## src/qenc_pkg.sv

```systemverilog
// constants shared by the encoder counter and its input filter
// assumes a 100 MHz system clock and a 32-bit AXI4-Lite register port
package qenc_pkg;

  // system clock and input sample rates, in hertz
  localparam logic [27:0] SYS_CLK_HZ       = 28'h5f5e100;
  localparam logic [27:0] SAMPLE_HZ_BUS    = 28'h1f78a40;
  localparam logic [27:0] SAMPLE_HZ_PORT   = 28'h2faf080;

  // samples a change must persist before it is accepted
  localparam logic [3:0]  PERSIST_FILTERED = 4'hf;
  localparam logic [3:0]  PERSIST_FAST     = 4'h3;

  // register byte offsets
  localparam logic [7:0]  CTRL_OFS         = 8'h00;
  localparam logic [7:0]  STATUS_OFS       = 8'h04;
  localparam logic [7:0]  MASK_OFS         = 8'h08;
  localparam logic [7:0]  COUNT_OFS        = 8'h0c;
  localparam logic [7:0]  RAW_OFS          = 8'h10;
  localparam logic [7:0]  INPUTS_OFS       = 8'h14;

  // control field positions
  localparam int          CTRL_W           = 7;
  localparam int          CTRL_MODE_BIT    = 0;
  localparam int          CTRL_FILTER_BIT  = 1;
  localparam int          CTRL_RISE_BIT    = 2;
  localparam int          CTRL_GATE_EN_BIT = 3;
  localparam int          CTRL_GATE_INV_BIT = 4;
  localparam int          CTRL_ARM_BIT     = 5;
  localparam int          CTRL_CLEAR_BIT   = 6;
  localparam logic [6:0]  CTRL_RESET       = 7'h02;

  // status and mask field positions
  localparam int          STAT_W           = 2;
  localparam int          STAT_INDEX_BIT   = 0;
  localparam int          STAT_ERR_BIT     = 1;
  localparam logic [1:0]  STAT_RESET       = 2'h0;
  localparam logic [1:0]  MASK_RESET       = 2'h0;

  // count reset value and step sizes
  localparam logic [31:0] COUNT_RESET      = 32'h00000000;
  localparam logic [31:0] STEP_UP          = 32'h00000001;
  localparam logic [31:0] STEP_DOWN        = 32'hffffffff;

  // AXI responses
  localparam logic [1:0]  RESP_OKAY        = 2'h0;
  localparam logic [1:0]  RESP_SLVERR      = 2'h2;

endpackage : qenc_pkg

```

## src/input_filter.sv

```systemverilog
// one encoder input: two-stage synchroniser, then a persistence filter
// assumes sample_tick is a one-cycle strobe from the aclk domain
`timescale 1ns/1ns
module input_filter (
  // clock and reset
  input  wire logic       aclk,
  input  wire logic       aresetn,
  // raw pin and sampling control
  input  wire logic       raw_in,
  input  wire logic       sample_tick,
  input  wire logic [3:0] persist,
  // filtered level
  output logic            filt_out
);
  import qenc_pkg::*;

  logic       sync1_r;
  logic       sync2_r;
  logic       filt_r;
  logic [3:0] cnt_r;

  wire        differs  = sync2_r != filt_r;
  wire        last_smp = cnt_r == (persist - 4'h1);

  // sync1_r feeds only sync2_r so a metastable level never reaches logic
  always_ff @(posedge aclk) begin
    if (!aresetn) begin
      sync1_r <= 1'b0;
      sync2_r <= 1'b0;
    end else begin
      sync1_r <= raw_in;
      sync2_r <= sync1_r;
    end
  end

  // a change is taken only after persist consecutive differing samples
  always_ff @(posedge aclk) begin
    if (!aresetn) begin
      filt_r <= 1'b0;
      cnt_r  <= 4'h0;
    end else if (sample_tick) begin
      if (!differs) begin
        cnt_r  <= 4'h0;
      end else if (last_smp) begin
        filt_r <= sync2_r;
        cnt_r  <= 4'h0;
      end else begin
        cnt_r  <= cnt_r + 4'h1;
      end
    end
  end

  assign filt_out = filt_r;

endmodule : input_filter

```

## src/quadrature_encoder_counter.sv

```systemverilog
// incremental encoder counter with index zeroing, raw tally and AXI4-Lite registers
// assumes encoder pins are asynchronous and the bus master runs on aclk
//
// What this block does
// default mode counts every A and B edge, four per line, direction from phase
// mode bit set: count once per A rising edge, B gives direction
// filter on (reset default): input change must persist 15 samples
// filter off: input change accepted after 3 stable samples
// sample rate is 33 MHz on bus cards, 50 MHz on port variant
// armed index event zeroes count and clears the arm flag
// edge select picks rising index edge when set, falling when clear
// with gating enabled, index acts only at active gate level
// gate invert set means gate must be low, clear means high
// clear input holds count at zero while asserted
// clear is level sensitive; software must release it itself
// separate raw total ignores index zeroing and clear
// main count is signed 32 bits since last clear or index
// three inputs, or four with gate, chosen at build time
// every encoder input is synchronised by two flip-flops first
// A leading B counts up, B leading counts down, double steps ignored
//
// Local design decisions: the register addresses and the AXI4-Lite slave port.
`timescale 1ns/1ns
module quadrature_encoder_counter #(
  parameter bit BUILD_GATE   = 1'b1,
  parameter bit PORT_VARIANT = 1'b0
) (
  // clock and reset
  input  wire logic        aclk,
  input  wire logic        aresetn,
  // encoder pins
  input  wire logic        enc_a,
  input  wire logic        enc_b,
  input  wire logic        enc_index,
  input  wire logic        enc_gate,
  // write address channel
  input  wire logic [7:0]  s_axi_awaddr,
  input  wire logic        s_axi_awvalid,
  output logic             s_axi_awready,
  // write data channel
  input  wire logic [31:0] s_axi_wdata,
  input  wire logic [3:0]  s_axi_wstrb,
  input  wire logic        s_axi_wvalid,
  output logic             s_axi_wready,
  // write response channel
  output logic [1:0]       s_axi_bresp,
  output logic             s_axi_bvalid,
  input  wire logic        s_axi_bready,
  // read address channel
  input  wire logic [7:0]  s_axi_araddr,
  input  wire logic        s_axi_arvalid,
  output logic             s_axi_arready,
  // read data channel
  output logic [31:0]      s_axi_rdata,
  output logic [1:0]       s_axi_rresp,
  output logic             s_axi_rvalid,
  input  wire logic        s_axi_rready,
  // interrupt
  output logic             irq
);
  import qenc_pkg::*;

  localparam int NUM_IN = BUILD_GATE ? 4 : 3;

  // sample strobe from a phase accumulator; 100/33 is not an integer ratio
  logic [27:0] acc_r;
  logic [27:0] acc_nxt;
  wire  [27:0] sample_rate = PORT_VARIANT ? SAMPLE_HZ_PORT : SAMPLE_HZ_BUS;
  wire  [27:0] acc_sum     = acc_r + sample_rate;
  wire         sample_tick = acc_sum >= SYS_CLK_HZ;

  assign acc_nxt = sample_tick ? (acc_sum - SYS_CLK_HZ) : acc_sum;

  always_ff @(posedge aclk) begin
    if (!aresetn) begin
      acc_r <= 28'h0000000;
    end else begin
      acc_r <= acc_nxt;
    end
  end

  // control, status and mask registers
  logic [CTRL_W-1:0] ctrl_r;
  logic [CTRL_W-1:0] ctrl_nxt;
  logic [STAT_W-1:0] stat_r;
  logic [STAT_W-1:0] stat_nxt;
  logic [STAT_W-1:0] mask_r;
  logic [STAT_W-1:0] mask_nxt;

  wire mode_updown = ctrl_r[CTRL_MODE_BIT];
  wire filter_on   = ctrl_r[CTRL_FILTER_BIT];
  wire idx_rise    = ctrl_r[CTRL_RISE_BIT];
  wire gate_en     = ctrl_r[CTRL_GATE_EN_BIT];
  wire gate_inv    = ctrl_r[CTRL_GATE_INV_BIT];
  wire armed       = ctrl_r[CTRL_ARM_BIT];
  wire clear_lvl   = ctrl_r[CTRL_CLEAR_BIT];

  // input filters, one per pin present in this build
  wire [3:0] raw_vec = {enc_gate, enc_index, enc_b, enc_a};
  wire [3:0] persist = filter_on ? PERSIST_FILTERED : PERSIST_FAST;
  logic [3:0] filt_vec;

  genvar gi;
  generate
    for (gi = 0; gi < NUM_IN; gi++) begin : g_in
      input_filter u_filt (
        .aclk        (aclk),
        .aresetn     (aresetn),
        .raw_in      (raw_vec[gi]),
        .sample_tick (sample_tick),
        .persist     (persist),
        .filt_out    (filt_vec[gi])
      );
    end
    if (!BUILD_GATE) begin : g_nogate
      assign filt_vec[3] = 1'b0;
    end
  endgenerate

  wire fa = filt_vec[0];
  wire fb = filt_vec[1];
  wire fi = filt_vec[2];
  wire fg = filt_vec[3];

  // previous filtered levels
  logic pa_r;
  logic pb_r;
  logic pi_r;

  always_ff @(posedge aclk) begin
    if (!aresetn) begin
      pa_r <= 1'b0;
      pb_r <= 1'b0;
      pi_r <= 1'b0;
    end else begin
      pa_r <= fa;
      pb_r <= fb;
      pi_r <= fi;
    end
  end

  // quadrature decode: one phase moving is a step, both at once is an error
  wire da       = fa ^ pa_r;
  wire db       = fb ^ pb_r;
  wire quad_stp = da ^ db;
  wire quad_up  = ~(pa_r ^ fb);
  wire quad_err = da & db;

  // up/down mode: A rising edge steps, B high counts up
  wire ud_stp   = fa & ~pa_r;
  wire ud_up    = fb;

  wire step     = mode_updown ? ud_stp : quad_stp;
  wire step_up  = mode_updown ? ud_up : quad_up;
  wire [31:0] delta = step ? (step_up ? STEP_UP : STEP_DOWN) : COUNT_RESET;
  wire err_evt  = quad_err & ~mode_updown;

  // index qualification
  wire idx_edge   = idx_rise ? (fi & ~pi_r) : (~fi & pi_r);
  wire gate_lvl   = fg ^ gate_inv;
  wire gate_ok    = !BUILD_GATE || !gate_en || gate_lvl;
  wire idx_evt    = idx_edge & gate_ok;
  wire index_fire = idx_evt & armed;

  // counters
  logic [31:0] count_r;
  logic [31:0] count_nxt;
  logic [31:0] raw_r;
  logic [31:0] raw_nxt;

  // clear dominates: the count stays zero for as long as software holds it
  assign count_nxt = clear_lvl  ? COUNT_RESET :
                     index_fire ? COUNT_RESET :
                     count_r + delta;
  assign raw_nxt   = raw_r + delta;

  always_ff @(posedge aclk) begin
    if (!aresetn) begin
      count_r <= COUNT_RESET;
    end else begin
      count_r <= count_nxt;
    end
  end

  // raw total has its own register so no clear path can ever reach it
  always_ff @(posedge aclk) begin
    if (!aresetn) begin
      raw_r <= COUNT_RESET;
    end else begin
      raw_r <= raw_nxt;
    end
  end

  // AXI write path: address and data are held until both are present
  logic        aw_held_r;
  logic [7:0]  awaddr_r;
  logic        w_held_r;
  logic [31:0] wdata_r;
  logic [3:0]  wstrb_r;
  logic        bvalid_r;
  logic [1:0]  bresp_r;

  wire aw_take = s_axi_awvalid & s_axi_awready;
  wire w_take  = s_axi_wvalid & s_axi_wready;
  wire wr_fire = aw_held_r & w_held_r;

  assign s_axi_awready = ~aw_held_r & ~bvalid_r;
  assign s_axi_wready  = ~w_held_r & ~bvalid_r;

  wire wr_ctrl   = wr_fire & (awaddr_r == CTRL_OFS) & wstrb_r[0];
  wire wr_stat   = wr_fire & (awaddr_r == STATUS_OFS) & wstrb_r[0];
  wire wr_mask   = wr_fire & (awaddr_r == MASK_OFS) & wstrb_r[0];
  wire wr_mapped = (awaddr_r == CTRL_OFS) | (awaddr_r == STATUS_OFS) |
                   (awaddr_r == MASK_OFS) | (awaddr_r == COUNT_OFS) |
                   (awaddr_r == RAW_OFS) | (awaddr_r == INPUTS_OFS);

  // address half; a take and the fire never share a cycle since awready needs !aw_held_r
  always_ff @(posedge aclk) begin
    if (!aresetn) begin
      aw_held_r <= 1'b0;
      awaddr_r  <= 8'h00;
    end else if (aw_take) begin
      aw_held_r <= 1'b1;
      awaddr_r  <= {s_axi_awaddr[7:2], 2'b00};
    end else if (wr_fire) begin
      aw_held_r <= 1'b0;
    end
  end

  // data half, held the same way
  always_ff @(posedge aclk) begin
    if (!aresetn) begin
      w_held_r <= 1'b0;
      wdata_r  <= 32'h00000000;
      wstrb_r  <= 4'h0;
    end else if (w_take) begin
      w_held_r <= 1'b1;
      wdata_r  <= s_axi_wdata;
      wstrb_r  <= s_axi_wstrb;
    end else if (wr_fire) begin
      w_held_r <= 1'b0;
    end
  end

  // response: costs one cycle but keeps the register write off the bus inputs
  always_ff @(posedge aclk) begin
    if (!aresetn) begin
      bvalid_r <= 1'b0;
      bresp_r  <= RESP_OKAY;
    end else if (wr_fire) begin
      bvalid_r <= 1'b1;
      bresp_r  <= wr_mapped ? RESP_OKAY : RESP_SLVERR;
    end else if (bvalid_r && s_axi_bready) begin
      bvalid_r <= 1'b0;
    end
  end

  assign s_axi_bvalid = bvalid_r;
  assign s_axi_bresp  = bresp_r;

  // a software write of the control word wins over the hardware disarm
  always_comb begin
    ctrl_nxt = ctrl_r;
    if (index_fire) begin
      ctrl_nxt[CTRL_ARM_BIT] = 1'b0;
    end
    if (wr_ctrl) begin
      ctrl_nxt = wdata_r[CTRL_W-1:0];
    end
  end

  // sticky events: a new event in the clearing cycle survives
  wire [STAT_W-1:0] stat_evt = {err_evt, index_fire};
  wire [STAT_W-1:0] stat_clr = wr_stat ? wdata_r[STAT_W-1:0] : {STAT_W{1'b0}};

  assign stat_nxt = (stat_r & ~stat_clr) | stat_evt;
  assign mask_nxt = wr_mask ? wdata_r[STAT_W-1:0] : mask_r;

  always_ff @(posedge aclk) begin
    if (!aresetn) begin
      ctrl_r <= CTRL_RESET;
    end else begin
      ctrl_r <= ctrl_nxt;
    end
  end

  always_ff @(posedge aclk) begin
    if (!aresetn) begin
      stat_r <= STAT_RESET;
    end else begin
      stat_r <= stat_nxt;
    end
  end

  always_ff @(posedge aclk) begin
    if (!aresetn) begin
      mask_r <= MASK_RESET;
    end else begin
      mask_r <= mask_nxt;
    end
  end

  assign irq = |(stat_r & mask_r);

  // AXI read path: one read at a time, data registered
  logic        rvalid_r;
  logic [31:0] rdata_r;
  logic [1:0]  rresp_r;
  logic [31:0] rd_mux;
  logic        rd_hit;

  wire [7:0] rd_addr = {s_axi_araddr[7:2], 2'b00};
  wire       ar_take = s_axi_arvalid & s_axi_arready;

  assign s_axi_arready = ~rvalid_r;

  always_comb begin
    rd_mux = 32'h00000000;
    rd_hit = 1'b1;
    case (rd_addr)
      CTRL_OFS:   rd_mux[CTRL_W-1:0] = ctrl_r;
      STATUS_OFS: rd_mux[STAT_W-1:0] = stat_r;
      MASK_OFS:   rd_mux[STAT_W-1:0] = mask_r;
      COUNT_OFS:  rd_mux = count_r;
      RAW_OFS:    rd_mux = raw_r;
      INPUTS_OFS: rd_mux[3:0] = filt_vec;
      default:    rd_hit = 1'b0;
    endcase
  end

  always_ff @(posedge aclk) begin
    if (!aresetn) begin
      rvalid_r <= 1'b0;
      rdata_r  <= 32'h00000000;
      rresp_r  <= RESP_OKAY;
    end else if (ar_take) begin
      rvalid_r <= 1'b1;
      rdata_r  <= rd_mux;
      rresp_r  <= rd_hit ? RESP_OKAY : RESP_SLVERR;
    end else if (rvalid_r && s_axi_rready) begin
      rvalid_r <= 1'b0;
    end
  end

  assign s_axi_rvalid = rvalid_r;
  assign s_axi_rdata  = rdata_r;
  assign s_axi_rresp  = rresp_r;

endmodule : quadrature_encoder_counter

```

## config.mk

```make
export PLATFORM = sky130hd
export DESIGN_NAME = quadrature_encoder_counter
export DESIGN_NICKNAME = d
export VERILOG_FILES = /design/src/qenc_pkg.sv /design/src/input_filter.sv /design/src/quadrature_encoder_counter.sv
export SDC_FILE = /design/constraint.sdc
export NUM_CORES = 1
export LEC_CHECK = 0
export BUFFER_PORTS_ARGS = -buffer_cell sky130_fd_sc_hd__buf_2
export CAP_MARGIN = 20
export CORE_MARGIN = 10
export CORE_UTILIZATION = 25
export DETAILED_ROUTE_END_ITERATION = 8
export GPL_ROUTABILITY_DRIVEN = 0
export SLEW_MARGIN = 20
export SYNTH_ARGS = -nofsm -noshare
export SYNTH_HDL_FRONTEND = slang
export SYNTH_SLANG_ARGS = --single-unit
```

## constraint.sdc

```tcl
create_clock -name aclk -period 6 [get_ports aclk]
set_clock_uncertainty 0.05 [all_clocks]
set_input_delay 1.2 -clock aclk [delete_from_list [all_inputs] [get_ports aclk]]
set_output_delay 1.2 -clock aclk [all_outputs]
set_load 0.005 [all_outputs]
```

==> results of run 1 <==
layout make-up:
type	count	area share [%]
well taps	585	5.98
clock buffers	24	3.94
clock inverters	8	0.624
flip-flops and latches	180	29.4
repair buffers	76	3.25
multi-input cells	1005	55.9
inverters	28	0.859
flip-flops by register name, indices dropped and copies added, names as in the netlist:
register and flops:
g_in.u_filt.sync1_r 4, count_r 32, aw_held_r 1, pb_r 1
w_held_r 1, wdata_r 7, pa_r 1, pi_r 1
mask_r 2, s_axi_bresp 1, acc_r 22, g_in.u_filt.sync2_r 4
g_in.u_filt.filt_out 4, s_axi_bvalid 1, stat_r 2, s_axi_rdata 32
ctrl_r 7, s_axi_rvalid 1, raw_r 32, wstrb_r 1
g_in.u_filt.cnt_r 16, s_axi_rresp 1, awaddr_r 6
logic make-up (layout without fill, tap and decap cells):
logic type      count (synthesis)  count (layout)  synth area share (%)
compound gates                346             346                  22.0
other cells                     1               2                0.0348
xor+xnor                       76              76                  6.17
mux                            22              22                  2.29
fa+ha+maj                      78              78                  9.19
flops                         180             180                  33.4
simple gates                  481             481                  23.6
buf+inv                        88             136                  3.35
stage by stage:
step	hold WS [ps]	instance area, sq um	util, %	worst slack [ps]
after floorplan	362	10800	-	1120
after global placement	373	11700	27.2	1190
after detailed placement	368	11700	27.2	1170
after CTS	386	12200	28.5	1160
after global routing	419	12200	28.5	678
final	386	12200	28.5	1140
metal layers:
| layer | GRT usage [%] | vias to the layer above |
|---|---|---|
| met5 | 0 | - |
| met2 | 15.9 | 156 |
| met1 | 13.6 | 4191 |
| li1 | - | 4656 |
| met4 | 3.02 | 0 |
| met3 | 2.72 | 24 |
path summary, 6_finish.rpt:
check / start / endpoint / slack [ps] / depth (start not counted)
max reg2reg: g_in[0].u_filt.filt_out / count_r[30] / 1140 / 17
min reg2reg: g_in[2].u_filt.sync1_r / g_in[2].u_filt.sync2_r / 390 / 1
min: g_in[2].u_filt.sync1_r / g_in[2].u_filt.sync2_r / 390 / 1
max: g_in[0].u_filt.filt_out / count_r[30] / 1140 / 17
power groups by stage:
stage          combinational [mW]  clock (mW)  sequential (mW)
2_1_floorplan               0.761           0             1.37
3_3_place_gp                0.845           0             1.42
3_5_place_dp                0.867           0             1.42
6_report                    0.860        1.09             1.40
5_1_grt                     0.987        1.16             1.42
4_1_cts                     0.871        1.12             1.40
cells in the final DEF (no fill, tap or decap), drive strengths merged, types with 16 or more instances in the layout:
cell type and count:
nand3 23, nor2 104, buf 76, ha 76, xnor2 42, and3 23
o21ai 75, a21o 35, inv 28, a21boi 32, nand2 98, a211oi 17
nor2b 34, o21a 16, or3 17, xor2 34, clkbuf 24, and2 62
dfxtp 180, mux2i 19, nor3b 32, nor3 26, a221oi 27, a21oi 74
==> impl_metrics.toml, run 1 <==
[setup_path]
criticalPathCategory = "flip-flop to flip-flop"
path_cells = "ha_1 > inv_1 > ha_1 > mux2_2 > nand3_1 > inv_2 > buf_4 > ha_1 > a21oi_1 > nand2_1 > o2111ai_1 > o2111a_1 > a21oi_1 > a211oi_1 > a21oi_1 > xnor2_1 > nor2_1"
cp.arrival_ps = 5130
crit_path_start_kind = "flip-flop"
slowest_stage = "inv_2"
cp_top_family = "compound AO/OA/AOI/OAI gates"
critPathMaxStageDelay_ps = 600
cp-end-kind = "flip-flop"
critPathRequiredTime_ps = 6280
critPathBufInv = 3
crit_fanout = 31

[die]
io_pins = 105
die_area_sq_um = 51800
core_area_sq_um = 42900
die_h_um = 228
row_count = 76
initial_core_util_pct = 25.1
die_w_um = 228

[power]
clkPwrFrac_pct = 32.5
p_switching_mw = 1.09
p_int_mw = 2.25
comb_power_share_pct = 25.7
p_leak_nw = 5.20
p_per_area_nw_per_um2 = 273
p_seq_share_pct = 41.8
ir_drop_v = 0.000218
finalPower_mw = 3.34
sw_frac_of_total_pct = 32.7

[clock_tree]
cts_tree = "built"
clk-insertion-delay-late_ps = 450
clock-root-buffer = "clkbuf_16"
clockBufferDepth = 2
clk_pin_slew_ps = 60
cts_resized = 0
clock_sinks = 180
htree_levels = 4
cts_setup_buffers = 0
ctsHoldBuffers = 0
cts_buffers = 17

[sta]
finalCritPeriodShare_pct = 81.0
worstMarginPinSlew_ps = 963
rsz0062_at_grt = "false"
finalHoldViolCount = 0
fin_crit_ps = 4860
slew_viol_final = 0
clock.fmax_mhz = 206
setup_violations = 0
slew_headroom_pct = 35.8
final.setup.tns_ps = 0

[logic_synthesis]
synth.distinct_cells = 76
synth_warnings = 0
synthCells = 1272
syn_area_per_cell_sq_um = 8.48
yosys-top-cells-count = "dfxtp_1, nor2_1, nand2_1"
synth.area.top_cells = "dfxtp_1, ha_1, nor2_1"
synth_top_area_share_pct = 33.4
synth_edf_count = 0
ys_seq_elements = 180
yosysMostFrequentCell = "dfxtp_1"
syn_area_sq_um = 10800
synthArstFlopShare_pct = 0
ys.flop_type = "dfxtp_1"
ys_seq_area_share_pct = 33.4
synth_top_cell_by_area = "dfxtp_1"

[final_layout]
seq_area_sq_um = 3600
synthToLayoutAreaGrowth_pct = 13.5
stdcell_count = 1906
multi_input_comb_area_sq_um = 6840
antenna_cells = 0
n_fill_cell = 4564
layout.nets = 1449
drive_gt1_share_pct = 9.46

[routing]
drtIter0Drc = 549
dr_wl_met3_um = 1300
wire_per_inst_um = 14.0
drt.antenna.violating_nets = 0
drt_wl_total_um = 26600
dr.pass1.iters = 5
vias_per_cell = 4.74
post-route-drc-count = 0
highest_layer = "met4"
num_vias = 9027
wl_met2_um = 11600
wl_met1_um = 13400

[placed_design]
portBuffers = 70
dp_hpwl_um = 19300
dp.cells = 1874

[min_path]
hold_path_class = "flip-flop to flip-flop"

[grt]
grt_max_degree = 114
track_usage_pct = 10.2
antenna_found_initial = 0
grt_pass1_wl_um = 44200
grt_pass1_vias = 8651
overflow = 0

[status]
outcome = "finished, final reports clean"

[job]
drv_cap = 0
(Power assumes the default switching activity.)
==> run 2, diff against run 1 <==
- clock period: 6 -> 5.1 ns (I/O delays scaled with it)
==> run 2 against run 1 <==
Effect of this change:
- clock power up 32%
- sequential power up 18%
- largest cell class unchanged
- register-to-register slack worse by 530 ps
- maximum frequency up 8.2%
- cell area up 1.0%
- flip-flop and latch count unchanged
- worst setup slack worse by 530 ps
==> impl_metrics.toml, run 2 (same netlist as run 1, synthesis figures left out) <==
[status]
outcome = "finished, final reports clean"

[routing]
post-route-drc-count = 0
dr.pass1.iters = 6
vias_per_cell = 4.76
drtIter0Drc = 586
num_vias = 9108
wire_per_inst_um = 13.9
drt_wl_total_um = 26700
drt.antenna.violating_nets = 0

[die]
die_h_um = 228
row_count = 76
die_area_sq_um = 51800
initial_core_util_pct = 25.1
core_area_sq_um = 42900
die_w_um = 228
io_pins = 105

[final_layout]
layout.nets = 1455
synthToLayoutAreaGrowth_pct = 14.6
mostFrequentLayoutCells = "dfxtp_1, nor2_1, nand2_1"
antenna_cells = 0
stdcell_area_sq_um = 12400
finish.utilization_pct = 28.8
stdcell_count = 1912
drive_gt1_share_pct = 9.95
final_common_cell = "dfxtp_1"

[setup_path]
critPathMaxStageDelay_ps = 610
path_cells = "inv_1 > ha_1 > inv_1 > ha_1 > mux2_2 > nand3_1 > inv_2 > ha_1 > a21o_1 > a2111oi_0 > a21oi_1 > o211ai_1 > a21oi_1 > nor2_1 > o21ai_0 > xnor2_1 > and2_1"
rr_endpoint = "raw_r[24]"
reg2reg_depth = 17
crit_path_start_kind = "flip-flop"
r2r-start = "pa_r"
cp.arrival_ps = 4780
cp-end-kind = "flip-flop"
crit_fanout = 27
critPathRequiredTime_ps = 5390
cpMostUsedCell = "ha_1"
slowest_stage = "a2111oi_0"
criticalPathCategory = "flip-flop to flip-flop"
r2r_setup_slack_ps = 610

[grt]
grt_pass1_wl_um = 43500
grt_max_degree = 120
antenna_found_initial = 0
track_usage_pct = 10.0
overflow = 0
grt_pass1_vias = 8533

[clock_tree]
clk_pin_slew_ps = 70
clock_sinks = 180
cts_resized = 0
ctsHoldBuffers = 0
clock-root-buffer = "clkbuf_16"
cts_buffers = 17
clk-insertion-delay-late_ps = 450
htree_levels = 4
cts_setup_buffers = 0
cts_tree = "built"
clockBufferDepth = 2

[power]
p_int_mw = 2.79
comb_power_share_pct = 24.6
p_switching_mw = 1.31
clkPwrFrac_pct = 35.2
p_seq_share_pct = 40.2
sw_frac_of_total_pct = 32.0
finalPower_mw = 4.10
p_leak_nw = 5.28
ir_drop_v = 0.000272
p_per_area_nw_per_um2 = 332

[sta]
slew_viol_final = 0
hold_ws_ps = 386
fin_crit_ps = 4490
clock.fmax_mhz = 223
finalCritPeriodShare_pct = 88.1
final.setup.tns_ps = 0
rsz0062_at_grt = "false"
finalHoldViolCount = 0
setup_slack_ps = 609
worstMarginPinSlew_ps = 994
slew_headroom_pct = 33.7
setup_violations = 0

[placed_design]
dp.cells = 1880
pre_cts_ws_ps = 589
dp_hpwl_um = 19400
place_area_sq_um = 11700
portBuffers = 70

[job]
drv_cap = 0

[min_path]
holdPathStages = 1
min_to = "g_in[3].u_filt.sync2_r"
hold_path_class = "flip-flop to flip-flop"
min-delay-start = "g_in[3].u_filt.sync1_r"
-- run 2: worst max-delay path, delay by kind of cell (launching register included) --
kind | cells | cell delay, ps
xor gates and xnor gates | 1 | 150
adders and majority gates | 3 | 920
muxes | 1 | 170
and+or+nand+nor | 3 | 500
DFF | 1 | 350
AOI/OAI and AO/OA | 6 | 1710
buffers and inverters | 3 | 520
-- run 2: worst max path at each step --
stage	startpoint	endpoint	slack, ps	depth (start not counted)
floorplan	pa_r	raw_r[25]	220	18
global placement	pa_r	raw_r[29]	650	18
detailed placement	pa_r	raw_r[29]	590	18
CTS	pa_r	raw_r[25]	540	18
global route	pa_r	raw_r[24]	300	17
finish	pa_r	raw_r[24]	610	17
-- run 2: layout make-up --
cell class / instances / area [sq um]
Fill cell: 4606 / 30500
Multi-Input combinational cell: 1005 / 6840
Sequential cell: 180 / 3600
Tap cell: 585 / 732
Clock buffer: 21 / 460
Timing Repair Buffer: 82 / 443
Clock inverter: 11 / 176
Inverter: 28 / 105
-- run 2: layer usage --
layer / global-route usage, % / wire, um / vias to the layer above
li1: - / - / 4659
met1: 13.4 / 13500 / 4289
met2: 15.7 / 11800 / 140
met3: 2.38 / 980 / 20
met4: 2.98 / 343 / 0
met5: 0 / 0 / -
-- run 2: power groups by stage --
stage | clock network (mW) | logic [mW] | registers (mW)
after global routing | 1.54 | 1.13 | 1.67
after detailed placement | 0 | 1.01 | 1.68
after floorplan | 0 | 0.896 | 1.61
final | 1.44 | 1.01 | 1.65
after CTS | 1.48 | 1.02 | 1.65
after global placement | 0 | 0.993 | 1.67
